**config.mk**
```make
export PLATFORM = sky130hd
export DESIGN_NAME = ast_serial_top
export DESIGN_NICKNAME = d
export VERILOG_FILES = /design/src/logic/ast_pkg.sv /design/src/logic/ast_baud_gen.sv /design/src/logic/ast_serial_top.sv
export SDC_FILE = /design/constraint.sdc
export NUM_CORES = 1
export LEC_CHECK = 0
export BUFFER_PORTS_ARGS = -buffer_cell sky130_fd_sc_hd__buf_2
export CAP_MARGIN = 15
export CORE_AREA = 2 2 143 145
export DETAILED_ROUTE_END_ITERATION = 7
export DIE_AREA = 0 0 145 147
export MAX_ROUTING_LAYER = met4
export PLACE_DENSITY = 0.69
export SETUP_SLACK_MARGIN = 0.4
export SYNTH_ARGS = -nofsm -noshare
export SYNTH_HDL_FRONTEND = slang
export SYNTH_SLANG_ARGS = --single-unit
```
**constraint.sdc**
```tcl
create_clock -name clk_sys_in -period 6.6 [get_ports clk_sys_in]
set_input_delay 1.32 -clock clk_sys_in [delete_from_list [all_inputs] [get_ports clk_sys_in]]
set_output_delay 1.32 -clock clk_sys_in [all_outputs]
set_load 0.02 [all_outputs]
```
**src/logic/ast_pkg.sv**
```systemverilog
// constants, field positions and types for the async serial transmitter block
// assumes 8-bit registers behind a 32-bit avalon-mm slave, one word per register
package ast_pkg;
    // register indices; byte address is four times the index
    localparam logic [5:0] AST_IDX_PSC = 6'h09;
    localparam logic [5:0] AST_IDX_ARB_CTL = 6'h0A;
    localparam logic [5:0] AST_IDX_ARB_RES = 6'h0B;
    localparam logic [5:0] AST_IDX_CTL1 = 6'h13;
    localparam logic [5:0] AST_IDX_CTL2 = 6'h14;
    localparam logic [5:0] AST_IDX_CTL3 = 6'h15;
    localparam logic [5:0] AST_IDX_STA1 = 6'h16;
    localparam logic [5:0] AST_IDX_STA2 = 6'h17;
    localparam logic [5:0] AST_IDX_DATA = 6'h18;
    localparam logic [5:0] AST_IDX_BAUD = 6'h19;
    // reset values
    localparam logic [7:0] AST_RST_CTL = 8'h00;
    localparam logic [7:0] AST_RST_STA1 = 8'hC0;
    // serial_control_one fields
    localparam int AST_B_IFACE_ON = 6;
    localparam int AST_B_POL_FLIP = 5;
    localparam int AST_B_WLEN = 4;
    // serial_control_two fields
    localparam int AST_B_TXE_IRQ = 7;
    localparam int AST_B_TXD_IRQ = 6;
    localparam int AST_B_TX_ON = 3;
    localparam int AST_B_RX_ON = 2;
    localparam int AST_B_BREAK = 0;
    // serial_control_three fields and writable mask
    localparam int AST_B_RX8 = 7;
    localparam int AST_B_TX8 = 6;
    localparam logic [7:0] AST_CTL3_WMASK = 8'h4F;
    // serial_status_one fields
    localparam int AST_B_TXE = 7;
    localparam int AST_B_TXD = 6;
    localparam int AST_B_RXF = 5;
    localparam int AST_B_OVR = 3;
    localparam int AST_B_FERR = 1;
    // serial_status_two fields
    localparam int AST_B_BRK = 1;
    localparam int AST_B_RXP = 0;
    // baud_rate_select fields; bit 3 reserved, reads zero
    localparam int AST_B_LONG_BRK = 6;
    localparam logic [7:0] AST_BAUD_WMASK = 8'hF7;
    // frame timing
    localparam logic [3:0] AST_FRM_LEN8 = 4'hA;
    localparam logic [3:0] AST_FRM_LEN9 = 4'hB;
    localparam logic [3:0] AST_RT_LAST = 4'hF;
    localparam logic [3:0] AST_RT_SAMPLE = 4'h7;
    localparam logic [3:0] AST_DATA_BITS8 = 4'h8;
    localparam logic [3:0] AST_DATA_BITS9 = 4'h9;
    // increment of the rate accumulator per bus clock
    localparam logic [11:0] AST_INC_BUS = 12'h001;
    localparam logic [11:0] AST_INC_GEN = 12'h004;
    // character kinds in the shifter
    typedef enum logic [2:0] {
        AST_TXK_NONE = 3'b000,
        AST_TXK_DATA = 3'b001,
        AST_TXK_IDLE = 3'b010,
        AST_TXK_BREAK = 3'b011,
        AST_TXK_TAIL = 3'b100
    } ast_tx_kind_t;
    // receiver states
    typedef enum logic {
        AST_RX_IDLE = 1'b0,
        AST_RX_RUN = 1'b1
    } ast_rx_state_t;
endpackage : ast_pkg

```
**src/logic/ast_baud_gen.sv**
```systemverilog
// oversampling tick generator, sixteen ticks per bit time
// assumes one bus clock; the generator clock is modelled as four counts per bus edge
`timescale 1ns/1ps
module ast_baud_gen (
    // clock and reset
    input wire logic clk_sys_in,
    input wire logic resetn_in,
    // rate selection
    input wire logic run_in,
    input wire logic clk_src_choice_in,
    input wire logic [1:0] scp_in,
    input wire logic [2:0] scr_in,
    // tick out
    output logic rt_tick_out
);
    import ast_pkg::*;
    logic [11:0] acc_q, acc_d; // rate accumulator
    logic [11:0] limit; // counts per tick
    logic [11:0] inc; // counts per bus edge
    logic tick_q, tick_d; // registered tick

    // four-times clock counts four per bus edge, keeping one domain
    always_comb begin
        inc = clk_src_choice_in ? AST_INC_BUS : AST_INC_GEN;
        limit = 12'({2'b00, scp_in} + 4'h1) << (5'd2 + 5'(scr_in));
        acc_d = acc_q + inc;
        tick_d = 1'b0;
        if (!run_in) begin
            acc_d = 12'h000;
        end else if (acc_d >= limit) begin
            acc_d = acc_d - limit; // limit never below four, so one tick per edge suffices
            tick_d = 1'b1;
        end
    end

    // registers only
    always_ff @(posedge clk_sys_in or negedge resetn_in) begin
        if (!resetn_in) begin
            acc_q <= 12'h000;
            tick_q <= 1'b0;
        end else begin
            acc_q <= acc_d;
            tick_q <= tick_d;
        end
    end

    assign rt_tick_out = tick_q;
endmodule : ast_baud_gen

```
**src/logic/ast_serial_top.sv**
```systemverilog
// async serial transmitter with break recognition and register file
// assumes an avalon-mm master on the bus clock and an asynchronous receive pin
`timescale 1ns/1ps
module ast_serial_top (
    // clock and reset
    input wire logic clk_sys_in,
    input wire logic resetn_in,
    // strap: one selects bus clock, zero the four-times clock
    input wire logic clk_src_choice_in,
    // avalon-mm slave
    input wire logic [7:0] avs_address_in,
    input wire logic avs_read_in,
    input wire logic avs_write_in,
    input wire logic [31:0] avs_writedata_in,
    input wire logic [3:0] avs_byteenable_in,
    output logic [31:0] avs_readdata_out,
    output logic avs_waitrequest_out,
    // serial pins
    input wire logic rxd_in,
    output logic txd_out,
    output logic txd_oe_out,
    output logic rx_pin_claim_out,
    // transmitter interrupt request
    output logic tx_irq_out
);
    import ast_pkg::*;

    // bus handshake state
    logic ack_q, ack_d; // second cycle of an access
    logic [7:0] rdata_q, rdata_d; // captured read word
    logic req, acc_rd, acc_wr; // request and accepted strobes
    logic [5:0] idx; // register index
    logic [7:0] wdat; // low write byte
    logic [7:0] rd_mux; // read selection

    // software registers and flags
    logic [7:0] psc_q, psc_d; // prescaler, stored only
    logic [7:0] arb_q, arb_d; // arbiter control, stored only
    logic [7:0] ctl1_q, ctl1_d;
    logic [7:0] ctl2_q, ctl2_d;
    logic [7:0] ctl3_q, ctl3_d; // writable bits of control three
    logic [7:0] baud_q, baud_d;
    logic [7:0] txbuf_q, txbuf_d; // write side of the data register
    logic [7:0] rxbuf_q, rxbuf_d; // read side of the data register
    logic rx8_q, rx8_d;
    logic txe_q, txe_d; // tx_buffer_empty_flag
    logic rxf_q, rxf_d; // rx_full_flag
    logic ovr_q, ovr_d;
    logic fe_q, fe_d; // frame_err
    logic bkf_q, bkf_d; // break_flag
    logic arm_tx_q, arm_tx_d; // status read seen with empty flag set
    logic arm_rx_q, arm_rx_d; // status read seen with receive flags
    logic arm_bk_q, arm_bk_d; // status two read seen with break flag
    logic tc; // tx_done_flag, derived

    // decoded controls
    logic iface_on, tx_on, rx_on, pol_flip, wlen9, send_break_bit, long_brk;

    // transmitter state
    ast_tx_kind_t kind_q, kind_d;
    logic [12:0] sh_q, sh_d; // shift register, bit 0 on the line
    logic [3:0] left_q, left_d; // bits still to send
    logic [3:0] trt_q, trt_d; // oversample count within a bit
    logic idle_pend_q, idle_pend_d; // queued idle character
    logic tail_q, tail_d; // one guard bit owed after a break
    logic te_prev_q, te_prev_d;
    logic txd_q, txd_d, oe_q, oe_d;
    logic tx_take; // buffer handed to shifter
    logic tx_drop; // buffered data lost on late enable
    logic tx_end; // shifter free this cycle
    logic [3:0] frm_len;

    // receiver state
    ast_rx_state_t rst_q, rst_d;
    logic s1_q, s2_q, s3_q; // pin synchroniser
    logic rxl_q, rxl_d, rxp_q, rxp_d; // filtered level and previous
    logic [3:0] rrt_q, rrt_d, ridx_q, ridx_d;
    logic [8:0] rsh_q, rsh_d;
    logic allz_q, allz_d; // every sample so far was zero
    logic rx_done, rx_brk, rx_ferr; // end-of-frame pulses
    logic [3:0] ndata;
    logic rt_tick;

    assign iface_on = ctl1_q[AST_B_IFACE_ON];
    assign pol_flip = ctl1_q[AST_B_POL_FLIP];
    assign wlen9 = ctl1_q[AST_B_WLEN];
    assign tx_on = ctl2_q[AST_B_TX_ON];
    assign rx_on = ctl2_q[AST_B_RX_ON];
    assign send_break_bit = ctl2_q[AST_B_BREAK];
    assign long_brk = baud_q[AST_B_LONG_BRK];
    assign frm_len = wlen9 ? AST_FRM_LEN9 : AST_FRM_LEN8;
    assign ndata = wlen9 ? AST_DATA_BITS9 : AST_DATA_BITS8;

    // bus slave: one wait cycle for every access, answer on the second
    assign req = avs_read_in | avs_write_in;
    assign avs_waitrequest_out = req & ~ack_q;
    assign acc_rd = avs_read_in & ack_q;
    assign acc_wr = avs_write_in & ack_q & avs_byteenable_in[0];
    assign idx = avs_address_in[7:2];
    assign wdat = avs_writedata_in[7:0];
    assign avs_readdata_out = {24'h000000, rdata_q};

    // done when shifter, buffer and queued characters are all empty
    assign tc = (left_q == 4'h0) & txe_q & ~idle_pend_q & ~tail_q & ~(send_break_bit & tx_on);
    assign tx_irq_out = (txe_q & ctl2_q[AST_B_TXE_IRQ]) | (tc & ctl2_q[AST_B_TXD_IRQ]);

    // read mux; unmapped indices read zero
    always_comb begin
        case (idx)
            AST_IDX_PSC: rd_mux = psc_q;
            AST_IDX_ARB_CTL: rd_mux = arb_q;
            AST_IDX_ARB_RES: rd_mux = 8'h00;
            AST_IDX_CTL1: rd_mux = ctl1_q;
            AST_IDX_CTL2: rd_mux = ctl2_q;
            AST_IDX_CTL3: rd_mux = ctl3_q | {rx8_q, 7'h00};
            AST_IDX_STA1: rd_mux = {txe_q, tc, rxf_q, 1'b0, ovr_q, 1'b0, fe_q, 1'b0};
            AST_IDX_STA2: rd_mux = {6'h00, bkf_q, rst_q == AST_RX_RUN};
            AST_IDX_DATA: rd_mux = rxbuf_q;
            AST_IDX_BAUD: rd_mux = baud_q;
            default: rd_mux = 8'h00;
        endcase
    end

    // register file and flags; hardware sets win over software clears
    always_comb begin
        ack_d = req & ~ack_q;
        rdata_d = (req & ~ack_q) ? rd_mux : rdata_q;
        psc_d = psc_q;
        arb_d = arb_q;
        ctl1_d = ctl1_q;
        ctl2_d = ctl2_q;
        ctl3_d = ctl3_q;
        baud_d = baud_q;
        txbuf_d = txbuf_q;
        rxbuf_d = rxbuf_q;
        rx8_d = rx8_q;
        txe_d = txe_q;
        rxf_d = rxf_q;
        ovr_d = ovr_q;
        fe_d = fe_q;
        bkf_d = bkf_q;
        arm_tx_d = arm_tx_q;
        arm_rx_d = arm_rx_q;
        arm_bk_d = arm_bk_q;
        // writes
        if (acc_wr) begin
            case (idx)
                AST_IDX_PSC: psc_d = wdat;
                AST_IDX_ARB_CTL: arb_d = wdat;
                AST_IDX_CTL1: ctl1_d = wdat;
                AST_IDX_CTL2: ctl2_d = wdat;
                AST_IDX_CTL3: ctl3_d = wdat & AST_CTL3_WMASK;
                AST_IDX_BAUD: baud_d = wdat & AST_BAUD_WMASK;
                AST_IDX_DATA: begin
                    txbuf_d = wdat;
                    if (arm_tx_q) begin
                        txe_d = 1'b0; // read-then-write clears the empty flag
                        arm_tx_d = 1'b0;
                    end
                end
                default: begin
                end
            endcase
        end
        // reads that arm or clear flags
        if (acc_rd && idx == AST_IDX_STA1) begin
            arm_tx_d = txe_q;
            arm_rx_d = rxf_q | ovr_q | fe_q;
        end
        if (acc_rd && idx == AST_IDX_STA2) begin
            arm_bk_d = bkf_q;
        end
        if (acc_rd && idx == AST_IDX_DATA) begin
            if (arm_rx_q) begin
                rxf_d = 1'b0;
                ovr_d = 1'b0;
                fe_d = 1'b0;
                arm_rx_d = 1'b0;
            end
            if (arm_bk_q) begin
                bkf_d = 1'b0;
                arm_bk_d = 1'b0;
            end
        end
        // hardware sets last so they win
        if (tx_take || tx_drop) begin
            txe_d = 1'b1;
        end
        if (rx_done) begin
            if (rxf_q && rxf_d) begin
                ovr_d = 1'b1; // unread character kept, new one lost
            end else begin
                rxbuf_d = rx_brk ? 8'h00 : (wlen9 ? rsh_q[7:0] : rsh_q[8:1]);
                rx8_d = rx_brk ? 1'b0 : rsh_q[8];
            end
            rxf_d = 1'b1;
            fe_d = fe_d | rx_ferr | rx_brk;
            bkf_d = bkf_d | rx_brk;
        end
    end

    // registers only; data register contents are reset to zero along with the other registers except txe_q, which resets to one
    always_ff @(posedge clk_sys_in or negedge resetn_in) begin
        if (!resetn_in) begin
            ack_q <= 1'b0;
            rdata_q <= 8'h00;
            psc_q <= AST_RST_CTL;
            arb_q <= AST_RST_CTL;
            ctl1_q <= AST_RST_CTL;
            ctl2_q <= AST_RST_CTL;
            ctl3_q <= AST_RST_CTL;
            baud_q <= AST_RST_CTL;
            txbuf_q <= 8'h00;
            rxbuf_q <= 8'h00;
            rx8_q <= 1'b0;
            txe_q <= AST_RST_STA1[AST_B_TXE];
            rxf_q <= 1'b0;
            ovr_q <= 1'b0;
            fe_q <= 1'b0;
            bkf_q <= 1'b0;
            arm_tx_q <= 1'b0;
            arm_rx_q <= 1'b0;
            arm_bk_q <= 1'b0;
        end else begin
            ack_q <= ack_d;
            rdata_q <= rdata_d;
            psc_q <= psc_d;
            arb_q <= arb_d;
            ctl1_q <= ctl1_d;
            ctl2_q <= ctl2_d;
            ctl3_q <= ctl3_d;
            baud_q <= baud_d;
            txbuf_q <= txbuf_d;
            rxbuf_q <= rxbuf_d;
            rx8_q <= rx8_d;
            txe_q <= txe_d;
            rxf_q <= rxf_d;
            ovr_q <= ovr_d;
            fe_q <= fe_d;
            bkf_q <= bkf_d;
            arm_tx_q <= arm_tx_d;
            arm_rx_q <= arm_rx_d;
            arm_bk_q <= arm_bk_d;
        end
    end

    // oversampling tick, shared by both directions
    ast_baud_gen u_baud (
        .clk_sys_in(clk_sys_in),
        .resetn_in(resetn_in),
        .run_in(iface_on),
        .clk_src_choice_in(clk_src_choice_in),
        .scp_in(baud_q[5:4]),
        .scr_in(baud_q[2:0]),
        .rt_tick_out(rt_tick)
    );

    // transmitter: shift, then pick the next character at a bit boundary
    always_comb begin
        kind_d = kind_q;
        sh_d = sh_q;
        left_d = left_q;
        trt_d = trt_q;
        idle_pend_d = idle_pend_q;
        tail_d = tail_q;
        te_prev_d = tx_on;
        tx_take = 1'b0;
        tx_drop = 1'b0;
        tx_end = (left_q == 4'h0);
        if (!iface_on) begin
            left_d = 4'h0; // released pins, nothing in flight
            kind_d = AST_TXK_NONE;
            trt_d = 4'h0;
            idle_pend_d = 1'b0;
            tail_d = 1'b0;
        end else begin
            if (rt_tick && left_q != 4'h0) begin
                trt_d = trt_q + 4'h1;
                if (trt_q == AST_RT_LAST) begin
                    sh_d = {1'b1, sh_q[12:1]}; // lsb first, sixteen ticks per bit
                    left_d = left_q - 4'h1;
                    tx_end = (left_q == 4'h1);
                end
            end
            if (tx_on && !te_prev_q) begin
                idle_pend_d = 1'b1; // enable edge queues preamble or idle
                tx_drop = (left_q == 4'h0) & ~txe_q; // re-enabled after the stop bit
            end
            if (tx_end) begin
                kind_d = AST_TXK_NONE;
                trt_d = 4'h0;
                case (1'b1)
                    !tx_on: begin
                        left_d = 4'h0; // finish current, then rest
                    end
                    send_break_bit: begin
                        kind_d = AST_TXK_BREAK;
                        sh_d = 13'h0000; // all-zero break, no framing bits
                        left_d = frm_len + {3'b000, long_brk};
                        tail_d = 1'b1;
                    end
                    tail_q: begin
                        kind_d = AST_TXK_TAIL;
                        sh_d = 13'h1FFF; // guard one after the last break
                        left_d = 4'h1;
                        tail_d = 1'b0;
                    end
                    idle_pend_q || (tx_on && !te_prev_q): begin
                        kind_d = AST_TXK_IDLE;
                        sh_d = 13'h1FFF; // idle character of ones
                        left_d = frm_len;
                        idle_pend_d = 1'b0;
                    end
                    !txe_q: begin
                        kind_d = AST_TXK_DATA;
                        sh_d = {3'b111, wlen9 ? ctl3_q[AST_B_TX8] : 1'b1, txbuf_q, 1'b0};
                        left_d = frm_len;
                        tx_take = 1'b1;
                    end
                    default: begin
                        left_d = 4'h0;
                    end
                endcase
            end
        end
        // line level: idle one when empty, flipped on request
        txd_d = ((left_d != 4'h0) ? sh_d[0] : 1'b1) ^ pol_flip;
        oe_d = iface_on & (tx_on | left_d != 4'h0);
    end

    // registers only
    always_ff @(posedge clk_sys_in or negedge resetn_in) begin
        if (!resetn_in) begin
            kind_q <= AST_TXK_NONE;
            sh_q <= 13'h1FFF;
            left_q <= 4'h0;
            trt_q <= 4'h0;
            idle_pend_q <= 1'b0;
            tail_q <= 1'b0;
            te_prev_q <= 1'b0;
            txd_q <= 1'b1;
            oe_q <= 1'b0;
        end else begin
            kind_q <= kind_d;
            sh_q <= sh_d;
            left_q <= left_d;
            trt_q <= trt_d;
            idle_pend_q <= idle_pend_d;
            tail_q <= tail_d;
            te_prev_q <= te_prev_d;
            txd_q <= txd_d;
            oe_q <= oe_d;
        end
    end

    assign txd_out = txd_q;
    assign txd_oe_out = oe_q;
    assign rx_pin_claim_out = iface_on & rx_on;

    // receiver: start search, mid-bit sampling, break recognition
    always_comb begin
        rst_d = rst_q;
        rrt_d = rrt_q;
        ridx_d = ridx_q;
        rsh_d = rsh_q;
        allz_d = allz_q;
        rxl_d = (s2_q == s3_q) ? s3_q : rxl_q; // second and third stage must agree
        rxp_d = rxl_q;
        rx_done = 1'b0;
        rx_brk = 1'b0;
        rx_ferr = 1'b0;
        case (rst_q)
            AST_RX_IDLE: begin
                if (iface_on && rx_on && rxp_q && !rxl_q) begin
                    rst_d = AST_RX_RUN;
                    rrt_d = 4'h0;
                    ridx_d = 4'h0;
                    allz_d = 1'b1;
                end
            end
            AST_RX_RUN: begin
                if (!(iface_on && rx_on)) begin
                    rst_d = AST_RX_IDLE;
                end else if (rt_tick) begin
                    rrt_d = rrt_q + 4'h1;
                    if (rrt_q == AST_RT_SAMPLE) begin
                        allz_d = allz_q & ~rxl_q;
                        ridx_d = ridx_q + 4'h1;
                        if (ridx_q == 4'h0) begin
                            if (rxl_q) begin
                                rst_d = AST_RX_IDLE; // false start
                            end
                        end else if (ridx_q <= ndata) begin
                            rsh_d = {rxl_q, rsh_q[8:1]};
                        end else if (allz_q && !rxl_q && long_brk && ridx_q == ndata + 4'h1) begin
                            rst_d = AST_RX_RUN; // long mode needs one more zero
                        end else begin
                            rst_d = AST_RX_IDLE;
                            rx_done = 1'b1;
                            rx_brk = allz_q & ~rxl_q;
                            rx_ferr = ~rxl_q | (ridx_q != ndata + 4'h1);
                        end
                    end
                end
            end
            default: begin
                rst_d = AST_RX_IDLE;
            end
        endcase
    end

    // registers only; first synchroniser stage feeds the second alone
    always_ff @(posedge clk_sys_in or negedge resetn_in) begin
        if (!resetn_in) begin
            rst_q <= AST_RX_IDLE;
            s1_q <= 1'b1;
            s2_q <= 1'b1;
            s3_q <= 1'b1;
            rxl_q <= 1'b1;
            rxp_q <= 1'b1;
            rrt_q <= 4'h0;
            ridx_q <= 4'h0;
            rsh_q <= 9'h000;
            allz_q <= 1'b0;
        end else begin
            rst_q <= rst_d;
            s1_q <= rxd_in;
            s2_q <= s1_q;
            s3_q <= s2_q;
            rxl_q <= rxl_d;
            rxp_q <= rxp_d;
            rrt_q <= rrt_d;
            ridx_q <= ridx_d;
            rsh_q <= rsh_d;
            allz_q <= allz_d;
        end
    end
endmodule : ast_serial_top

```
==> results of run 1 <==
## stage by stage
stage | power [mW] | std cells
6_report | 3.098 | 1084
5_1_grt | 3.300 | 1084
4_1_cts | 3.117 | 1084
3_5_place_dp | 2.108 | 1052
3_3_place_gp | 2.086 | 1052
2_1_floorplan | 1.905 | 798
## final cells by class
type | count | area [um^2]
fill | 1866 | 10990
clock buffer | 18 | 429.2
multi-input combinational | 573 | 4034
inverter | 31 | 116.4
sequential | 141 | 3553
tap | 270 | 337.8
clock inverter | 14 | 186.4
timing repair buffer | 37 | 201.4
## layout by cell type, fill, tap and decap left out, drive strengths merged, types with 4 or more instances in the layout
master  netlist  layout
dfrtp       121     121
nand2        79      79
mux2         61      61
nor2         48      48
o21ai        47      47
buf          34      37
a21oi        35      35
inv          31      35
ha           24      24
conb          1      24
mux2i        22      22
dfstp        20      20
nand3        19      19
nor3         19      19
clkbuf       19      18
a22oi        16      16
o31ai        15      15
xor2         14      14
nand2b       14      14
nor2b        11      11
a21o         11      11
nand4        11      11
xnor2        10      10
a222oi        9       9
a31oi         7       7
o211ai        6       6
a22o          6       6
nor3b         6       6
a221oi        5       5
o21a          5       5
nor4          5       5
and3          4       4
a211oi        4       4
and2          4       4
clkinv        0       4
## logic make-up (layout without fill, tap and decap cells)
logic type,after synthesis,in the layout,synth area share
other,1,24,0.0004722
AO/OA/AOI/OAI,184,184,0.1569
AND/OR/NAND/NOR,231,231,0.1546
buffers and inverters,84,100,0.05546
multiplexers,84,84,0.1171
flip-flops,141,141,0.4475
adder cells (fa/ha/maj),26,26,0.04159
XOR/XNOR,24,24,0.02647
## power by group through the flow
stage                     logic (mW)  clock network [mW]  registers [mW]
final                          0.978                1.00            1.12
after global routing            1.11                1.06            1.13
after CTS                      0.983                1.02            1.12
after detailed placement       0.979                   0            1.13
after global placement         0.960                   0            1.13
after floorplan                0.806                   0            1.10
## final timing paths
kind / endpoint / slack (ns) / start
max: u_baud.acc_q[5] / 2.42 / clk_src_choice_in
min: s2_q / 0.36 / s1_q
max reg2reg: u_baud.acc_q[5] / 3.08 / baud_q[1]
min reg2reg: s2_q / 0.36 / s1_q
max in group asynchronous: rst_q / 4.38 / resetn_in
min in group asynchronous: u_baud.acc_q[0] / 0.91 / resetn_in
## per-layer routing
layer,vias to the layer above,track usage,wire length (um)
met1,2931,0.2428,8704
met5,-,-,0
met2,153,0.2710,8270
met3,16,0.02391,697
li1,2820,-,-
met4,0,0.05198,207
## worst max-delay path, delay by kind of cell
kind / cells / cell delay [ns]
AND/OR/NAND/NOR: 3 / 0.42
buffers and inverters: 2 / 0.13
adder cells (fa/ha/maj): 2 / 0.68
AO/OA/AOI/OAI: 6 / 1.75
XOR/XNOR: 1 / 0.17
==> flow_metrics.tcl, run 1 <==
set metrics [dict create \
    root_buffer "clkbuf_16" \
    ys.flop_type "dfrtp_1" \
    gp_congestion 0.8450 \
    r2r.worst_path.cells 12 \
    rsz0062_at_grt "false" \
    share_comb_of_total_power 0.316 \
    p_clk_frac 0.324 \
    p_int_mw 2.026 \
    port_buffers 33 \
    ant_nets 0 \
    post-route-util 0.4464 \
    vias_per_cell 5.461 \
    peakVddDrop_v 0.0001808 \
    antenna_found_initial 0 \
    avgSynthCellArea_um2 10.25 \
    initial_core_util 0.4002 \
    seq_area_frac_synth 0.4475 \
    wl_per_cell_um 16.49 \
    maxSlewViolCount 0 \
    fin_crit_sh 0.6335 \
    yosysUniqueCellTypes 72 \
    placed_cell_area_mm2 0.008243 \
    timing.fmax_ghz 0.2392 \
    cp-start-kind "input port" \
    design_area_mm2 0.008859 \
    worstPathArrival_ns 4.47 \
    hold_buffers 0 \
    dpl.hpwl_mm 12.56 \
    largest_reg_flops 13 \
    worstSetupPathType "input port to flip-flop" \
    path_cells "buf_2 -> inv_1 -> ha_1 -> a31oi_1 -> nor2_1 -> xor2_1 -> ha_1 -> a21oi_1 -> nor2_1 -> a211o_1 -> a221oi_1 -> o21a_2 -> nand2b_1 -> o21ai_0" \
    hold_violations 0 \
    cts_buffers 17 \
    synth_cells 775 \
    syn_to_final_growth_pct 11.55 \
    worst-path-max-fanout 14 \
    cts.repair.resized 0 \
    largestRegisters "sh_q (13), u_baud.acc_q (12), rsh_q (9)" \
    fin_crit_ns 4.181 \
    dieWidth_um 145 \
    synth_top_cell_area_share 0.3813 \
    switching_power_mw 1.073 \
    dr.first_iter.drc_count 522 \
    ys_ff_latch 141 \
    swShare 0.3462 \
    p_leak_nw 3.958 \
    drc 0 \
    finalSetupViolCount 0 \
    max_stage_delay_ns 0.40 \
    design.core.area_mm2 0.01984 \
    grt_pass1_vias 5619 \
    required_ns 6.89 \
    postCtsSetupBuffers 0 \
    status "complete, no violations" \
    finalWirelength_mm 17.88 \
    power_density_mw_per_mm2 349.7 \
    ys.warnings.count 0 \
    min-delay-path-class "flip-flop to flip-flop" \
    maxCapViolations 0 \
    die_area_mm2 0.02132 \
    first_pass_iters 5 \
    fin_tns_setup_ns 0 \
    num_antenna_cells 0 \
    top_register "sh_q" \
    setup.worst_path.end_class "flip-flop" \
    clk_pin_slew_ns 0.06 \
    fp.dieH_um 147 \
    setup_ws_ns 2.419 \
    dp_slack_ns 2.003 \
    seqPwrFrac 0.360 \
    clock_latency_ns 0.43 \
    whs_ns 0.3625 \
    cts_sinks 141 \
    skew_ns 0.008353 \
    async_flop_share 1.000 \
    cts_tree "built" \
    yosys.cell_count.top_type "dfrtp_1" \
    slew_headroom 0.3611 \
    htree_levels 4 \
    final_nets 876 \
    yosys.area.top_type "dfrtp_1" \
    drive_gt1_frac 0.2076 \
    synth_area_mm2 0.007941 \
    whs_path_depth 0 \
    grt_pass1_wl_mm 29.44 \
    grt_max_degree 89 \
    vias 5920 \
    grt_usage 0.1755 \
    synth.area.top_cells "dfrtp_1 (38%), mux2_2 (8.5%), dfstp_2 (6.6%)" \
    clock_path_buffers 2 \
    worstMarginPinSlew_ns 0.9563 \
    slowest_stage "a31oi_1" \
    ys_top_cells_by_count "dfrtp_1 (121), nand2_1 (78), mux2_2 (60)" \
    synth-edff-count 0 \
    num_rows 52 \
    grt_overflow 0 \
    ioPinCount 87 \
]
(Power assumes the default switching activity.)
==> run 2, diff against run 1 <==
==> constraint.sdc (replaced) <==
create_clock -name clk_sys_in -period 4.35 [get_ports clk_sys_in]
set_input_delay 0.87 -clock clk_sys_in [delete_from_list [all_inputs] [get_ports clk_sys_in]]
set_output_delay 0.87 -clock clk_sys_in [all_outputs]
set_load 0.02 [all_outputs]
==> run 2 against run 1 <==
Net effect:
- final cell count up 0.18%
- clock power up 46%
- total power up 50%
- first-iteration DRC count down 9.4%
- final area about the same
- combinational power up 52%
- critical path depth up 1
- sequential power up 51%
- worst hold slack worse by 0.0058 ns
- die area unchanged
- core utilization about the same
- largest power group unchanged
==> flow_metrics.tcl, run 2 (synthesis results as in run 1) <==
set metrics [dict create \
    status "complete, no violations" \
    r2r.worst_path.cells 12 \
    grt_overflow 0 \
    r2r-end "u_baud.acc_q[5]" \
    num_antenna_cells 0 \
    worstSetupPathType "input port to flip-flop" \
    reg2reg_slack_ns 0.87 \
    htree_levels 4 \
    grt_util_met2 0.2688 \
    maxSlewViolCount 0 \
    antenna_found_initial 0 \
    drive_gt1_frac 0.2108 \
    cts_buffers 17 \
    post-route-util 0.4467 \
    design_area_mm2 0.008865 \
    required_ns 4.65 \
    dpl.hpwl_mm 12.51 \
    hold_violations 0 \
    min-delay-path-class "flip-flop to flip-flop" \
    r2r_start "baud_q[1]" \
    register_area_mm2 0.003553 \
    port_buffers 33 \
    min_from "s1_q" \
    clock_latency_ns 0.43 \
    top_register "sh_q" \
    dr.first_iter.drc_count 473 \
    root_buffer "clkbuf_16" \
    largest_reg_flops 13 \
    multi_input_area_mm2 0.004040 \
    initial_core_util 0.4002 \
    worst-path-max-fanout 14 \
    ioPinCount 87 \
    final_common_cell "dfrtp_1" \
    clock_path_buffers 2 \
    grt_use_met3 0.02050 \
    grt_max_degree 92 \
    fillerInstances 1884 \
    worstMarginPinSlew_ns 0.8670 \
    power_mw 4.644 \
    fp.dieH_um 147 \
    first_pass_iters 6 \
    fin_crit_sh 0.8236 \
    skew_ns 0.01152 \
    vias 5940 \
    grt_usage 0.1780 \
    hold_buffers 0 \
    slew_headroom 0.4208 \
    largestRegisters "sh_q (13), u_baud.acc_q (12), rsh_q (9)" \
    whs_path_depth 0 \
    max_stage_delay_ns 0.40 \
    p_leak_nw 3.962 \
    rsz0062_at_grt "false" \
    power_density_mw_per_mm2 523.9 \
    slowest_stage "o21a_2" \
    syn_to_final_growth_pct 11.63 \
    clk_pin_slew_ns 0.06 \
    finalWirelength_mm 18.06 \
    timing.fmax_ghz 0.2791 \
    peakVddDrop_v 0.0003056 \
    worstPathArrival_ns 3.88 \
    die_area_mm2 0.02132 \
    cp-start-kind "input port" \
    design.core.area_mm2 0.01984 \
    final_cell_mix "dfrtp_1 (121), nand2_1 (78), mux2_2 (60)" \
    vias_per_cell 5.470 \
    cts.repair.resized 0 \
    use_met1 0.2453 \
    num_rows 52 \
    final_nets 878 \
    setup.worst_path.end_class "flip-flop" \
    cts_sinks 141 \
    fin_crit_ns 3.583 \
    dieWidth_um 145 \
    busiest_layer "met2" \
    path_cells "buf_2 -> inv_1 -> ha_1 -> a31oi_2 -> nor2_1 -> nand2_1 -> xnor2_1 -> ha_1 -> nand2_1 -> nor2_1 -> a211o_1 -> a221oi_1 -> o21a_2 -> nand2b_1 -> o21ai_0" \
    cts_tree "built" \
    gp_congestion 0.8566 \
    postCtsSetupBuffers 0 \
    grt_pass1_wl_mm 29.78 \
    placed_cell_area_mm2 0.008270 \
    finalSetupViolCount 0 \
    whs_ns 0.3567 \
    ant_nets 0 \
    drc 0 \
    maxCapViolations 0 \
    grt_pass1_vias 5701 \
    fin_tns_setup_ns 0 \
    hold_end "s2_q" \
    wl_per_cell_um 16.63 \
]
-- run 2: how the worst max path moves through the flow --
stage                           start         endpoint  slack, ns  cells after the start
global route                baud_q[4]  u_baud.acc_q[5]       0.45                     12
CTS                 clk_src_choice_in  u_baud.acc_q[5]       0.67                     15
detailed placement  clk_src_choice_in  u_baud.acc_q[5]       0.24                     15
floorplan           clk_src_choice_in  u_baud.acc_q[3]       0.79                     16
finish              clk_src_choice_in  u_baud.acc_q[5]       0.77                     15
global placement    clk_src_choice_in  u_baud.acc_q[5]       0.29                     14
-- run 2: where the power goes --
| group | switching [mW] | internal (mW) | leakage (nW) |
|---|---|---|---|
| Sequential | 0.167 | 1.53 | 1.82 |
| Clock | 0.606 | 0.856 | 0.281 |
| Combinational | 0.854 | 0.635 | 1.86 |
-- run 2: layer usage --
metal / wire length, um / part of all wire
met1: 8793 / 0.49
met5: 0 / 0
met4: 422 / 0.023
met3: 581 / 0.032
met2: 8267 / 0.46
-- run 2: final cells by class --
class | instances | area share
clock inverter | 14 | 0.01793
timing repair buffer | 39 | 0.02583
sequential | 141 | 0.4008
tap | 270 | 0.03811
clock buffer | 18 | 0.04841
inverter | 31 | 0.01313
multi-input combinational | 573 | 0.4558
-- run 2: through the flow --
| stage | std cells | setup slack (ns) |
|---|---|---|
| finish | 1086 | 0.7673 |
| global route | 1086 | 0.4535 |
| CTS | 1086 | 0.6672 |
| detailed placement | 1054 | 0.2402 |
| global placement | 1054 | 0.2862 |
| floorplan | 798 | 0.7930 |
-- run 2: critical path, delay by kind of cell --
family | cells | cell delay, ns
buffers and inverters | 2 | 0.13
adders and majority gates | 2 | 0.69
xor gates and xnor gates | 1 | 0.15
AOI/OAI and AO/OA | 5 | 1.43
and+or+nand+nor | 5 | 0.63
==> run 3, diff against run 2 <==
--- a/config.mk
+++ b/config.mk
@@ -11,7 +11,7 @@
 export DETAILED_ROUTE_END_ITERATION = 7
 export DIE_AREA = 0 0 145 147
 export MAX_ROUTING_LAYER = met4
-export PLACE_DENSITY = 0.69
+export PLACE_DENSITY = 0.72
 export SETUP_SLACK_MARGIN = 0.4
 export SYNTH_ARGS = -nofsm -noshare
 export SYNTH_HDL_FRONTEND = slang
==> constraint.sdc (replaced) <==
create_clock -name clk_sys_in -period 3.2 [get_ports clk_sys_in]
set_input_delay 0.64 -clock clk_sys_in [delete_from_list [all_inputs] [get_ports clk_sys_in]]
set_output_delay 0.64 -clock clk_sys_in [all_outputs]
set_load 0.02 [all_outputs]
==> run 3 against run 2 <==
Net effect:
- final cell count increased by 3.8%
- routed wire length increased by 1.7%
- global-route usage increased by 0.43 points
- sequential share of layout area decreased by 2.1 points
- core utilization increased by 2.4 points
- worst hold slack got worse by 0.13 ns
- clock power increased by 28%
- critical path type unchanged
- largest cell class unchanged
==> flow_metrics.tcl, run 3 (synthesis results as in run 1) <==
set metrics [dict create \
    setup.worst_path.end_class "flip-flop" \
    peakVddDrop_v 0.0004009 \
    vias 6097 \
    power_density_mw_per_mm2 733.9 \
    crit_family "compound AO/OA/AOI/OAI gates" \
    root_buffer "clkbuf_16" \
    num_rows 52 \
    worstSetupPathType "input port to flip-flop" \
    hold_violations 0 \
    multi_input_area_mm2 0.004232 \
    skew_ns 0.01148 \
    first_pass_iters 5 \
    drive_gt1_frac 0.2815 \
    wl_met2_mm 8.895 \
    vias_per_cell 5.410 \
    p_leak_nw 4.202 \
    top_register "sh_q" \
    grt_pass1_vias 5965 \
    largest_reg_flops 13 \
    met3_length_um 774 \
    rsz0062_at_grt "true" \
    maxCapViolations 0 \
    required_ns 3.54 \
    min-delay-path-class "input port to asynchronous set/reset pin" \
    dpl.hpwl_mm 12.94 \
    clk_pin_slew_ns 0.06 \
    dieWidth_um 145 \
    antenna_found_initial 1 \
    fin_tns_setup_ns 0 \
    largestRegisters "sh_q (13), u_baud.acc_q (12), rsh_q (9)" \
    design.core.area_mm2 0.01984 \
    ant_nets 0 \
    fp.dieH_um 147 \
    initial_core_util 0.4002 \
    gp_congestion 0.8744 \
    grt_max_degree 82 \
    slew_headroom 0.4902 \
    path_cells "buf_2 -> inv_8 -> ha_4 -> a21o_1 -> nand2b_4 -> nor2_1 -> xor2_1 -> ha_1 -> nand2_1 -> nand2_2 -> a211oi_4 -> a2111oi_4 -> o21ai_0 -> or3b_1 -> a21oi_1" \
    r2r_start "u_baud.acc_q[2]" \
    finalWirelength_mm 18.38 \
    finalSetupViolCount 0 \
    port_buffers 33 \
    fin_crit_ns 3.041 \
    clock_path_buffers 2 \
    worstMarginPinSlew_ns 0.7632 \
    reg2reg_slack_ns 0.17 \
    drc 0 \
    ioPinCount 87 \
    power_mw 6.856 \
    worstPathArrival_ns 3.39 \
    slowest_stage "or3b_1" \
    grt_pass1_wl_mm 30.50 \
    register_area_mm2 0.003553 \
    cp-start-kind "input port" \
    post-route-util 0.4708 \
    clock_latency_ns 0.43 \
    final_cell_mix "dfrtp_1 (121), nand2_1 (76), mux2_2 (60)" \
    maxSlewViolCount 0 \
    syn_to_final_growth_pct 17.65 \
    cts_buffers 17 \
    dr.first_iter.drc_count 460 \
    crit_start "clk_src_choice_in" \
    htree_levels 4 \
    timing.fmax_ghz 0.3288 \
    wl_met1_mm 8.308 \
    fin_crit_sh 0.9504 \
    final_nets 918 \
    cp_num_buf_inv 2 \
    status "complete, no violations" \
    final_common_cell "dfrtp_1" \
    grt_usage 0.1823 \
    worst-path-max-fanout 4 \
    max_stage_delay_ns 0.36 \
    grt_overflow 0 \
    cts_tree "built" \
    wl_per_cell_um 16.31 \
    highest_layer "met4" \
    hold_buffers 0 \
    die_area_mm2 0.02132 \
    fillerInstances 1786 \
    cts_sinks 141 \
]
run 3: per-stage QoR:
step	std cells	cell area, um^2	hold slack, ns	worst slack (ns)
final	1127	9343	0.2254	0.1586
after detailed placement	1085	8574	0.3484	-0.2325
after CTS	1125	9263	0.2911	0.1872
after floorplan	798	8097	0.3444	0.1362
after global routing	1127	9343	0.2985	0.02431
after global placement	1085	8574	0.3455	-0.1833
run 3: path summary, 6_finish.rpt:
check | to | depth (start not counted)
hold / removal | u_baud.acc_q[2] | 1
min in group clk_sys_in | s1_q | 1
max in group asynchronous | sh_q[7] | 2
setup / recovery | u_baud.acc_q[11] | 15
hold reg to reg | s2_q | 0
setup reg to reg | u_baud.acc_q[11] | 13
run 3: report_power, final:
group	internal (mW)	total [mW]	leakage, nW	switching, mW
combinational	1.28	2.67	2.10	1.39
sequential	2.07	2.31	1.82	0.237
clock	1.02	1.87	0.277	0.850
total	4.38	6.86	4.20	2.48
run 3: final cells by class:
type,count,area share
clock inverters,14,0.01312
diodes,1,0.0002678
multi-input cells,573,0.4529
flip-flops and latches,141,0.3803
repair buffers,79,0.05799
well taps,270,0.03616
clock buffers,18,0.04594
inverters,31,0.01326
run 3: per-layer routing:
metal / track usage / vias up
met2: 0.2831 / 166
met5: - / -
met1: 0.2441 / 2998
met4: 0.06733 / 0
li1: - / 2904
met3: 0.02671 / 29
run 3: repair_timing:
item                                    in CTS  in global routing
setup buffers                                8                  1
endpoints found under the setup margin      13                 13
pin swaps                                   15                 11
gates resized for setup                     19                 19
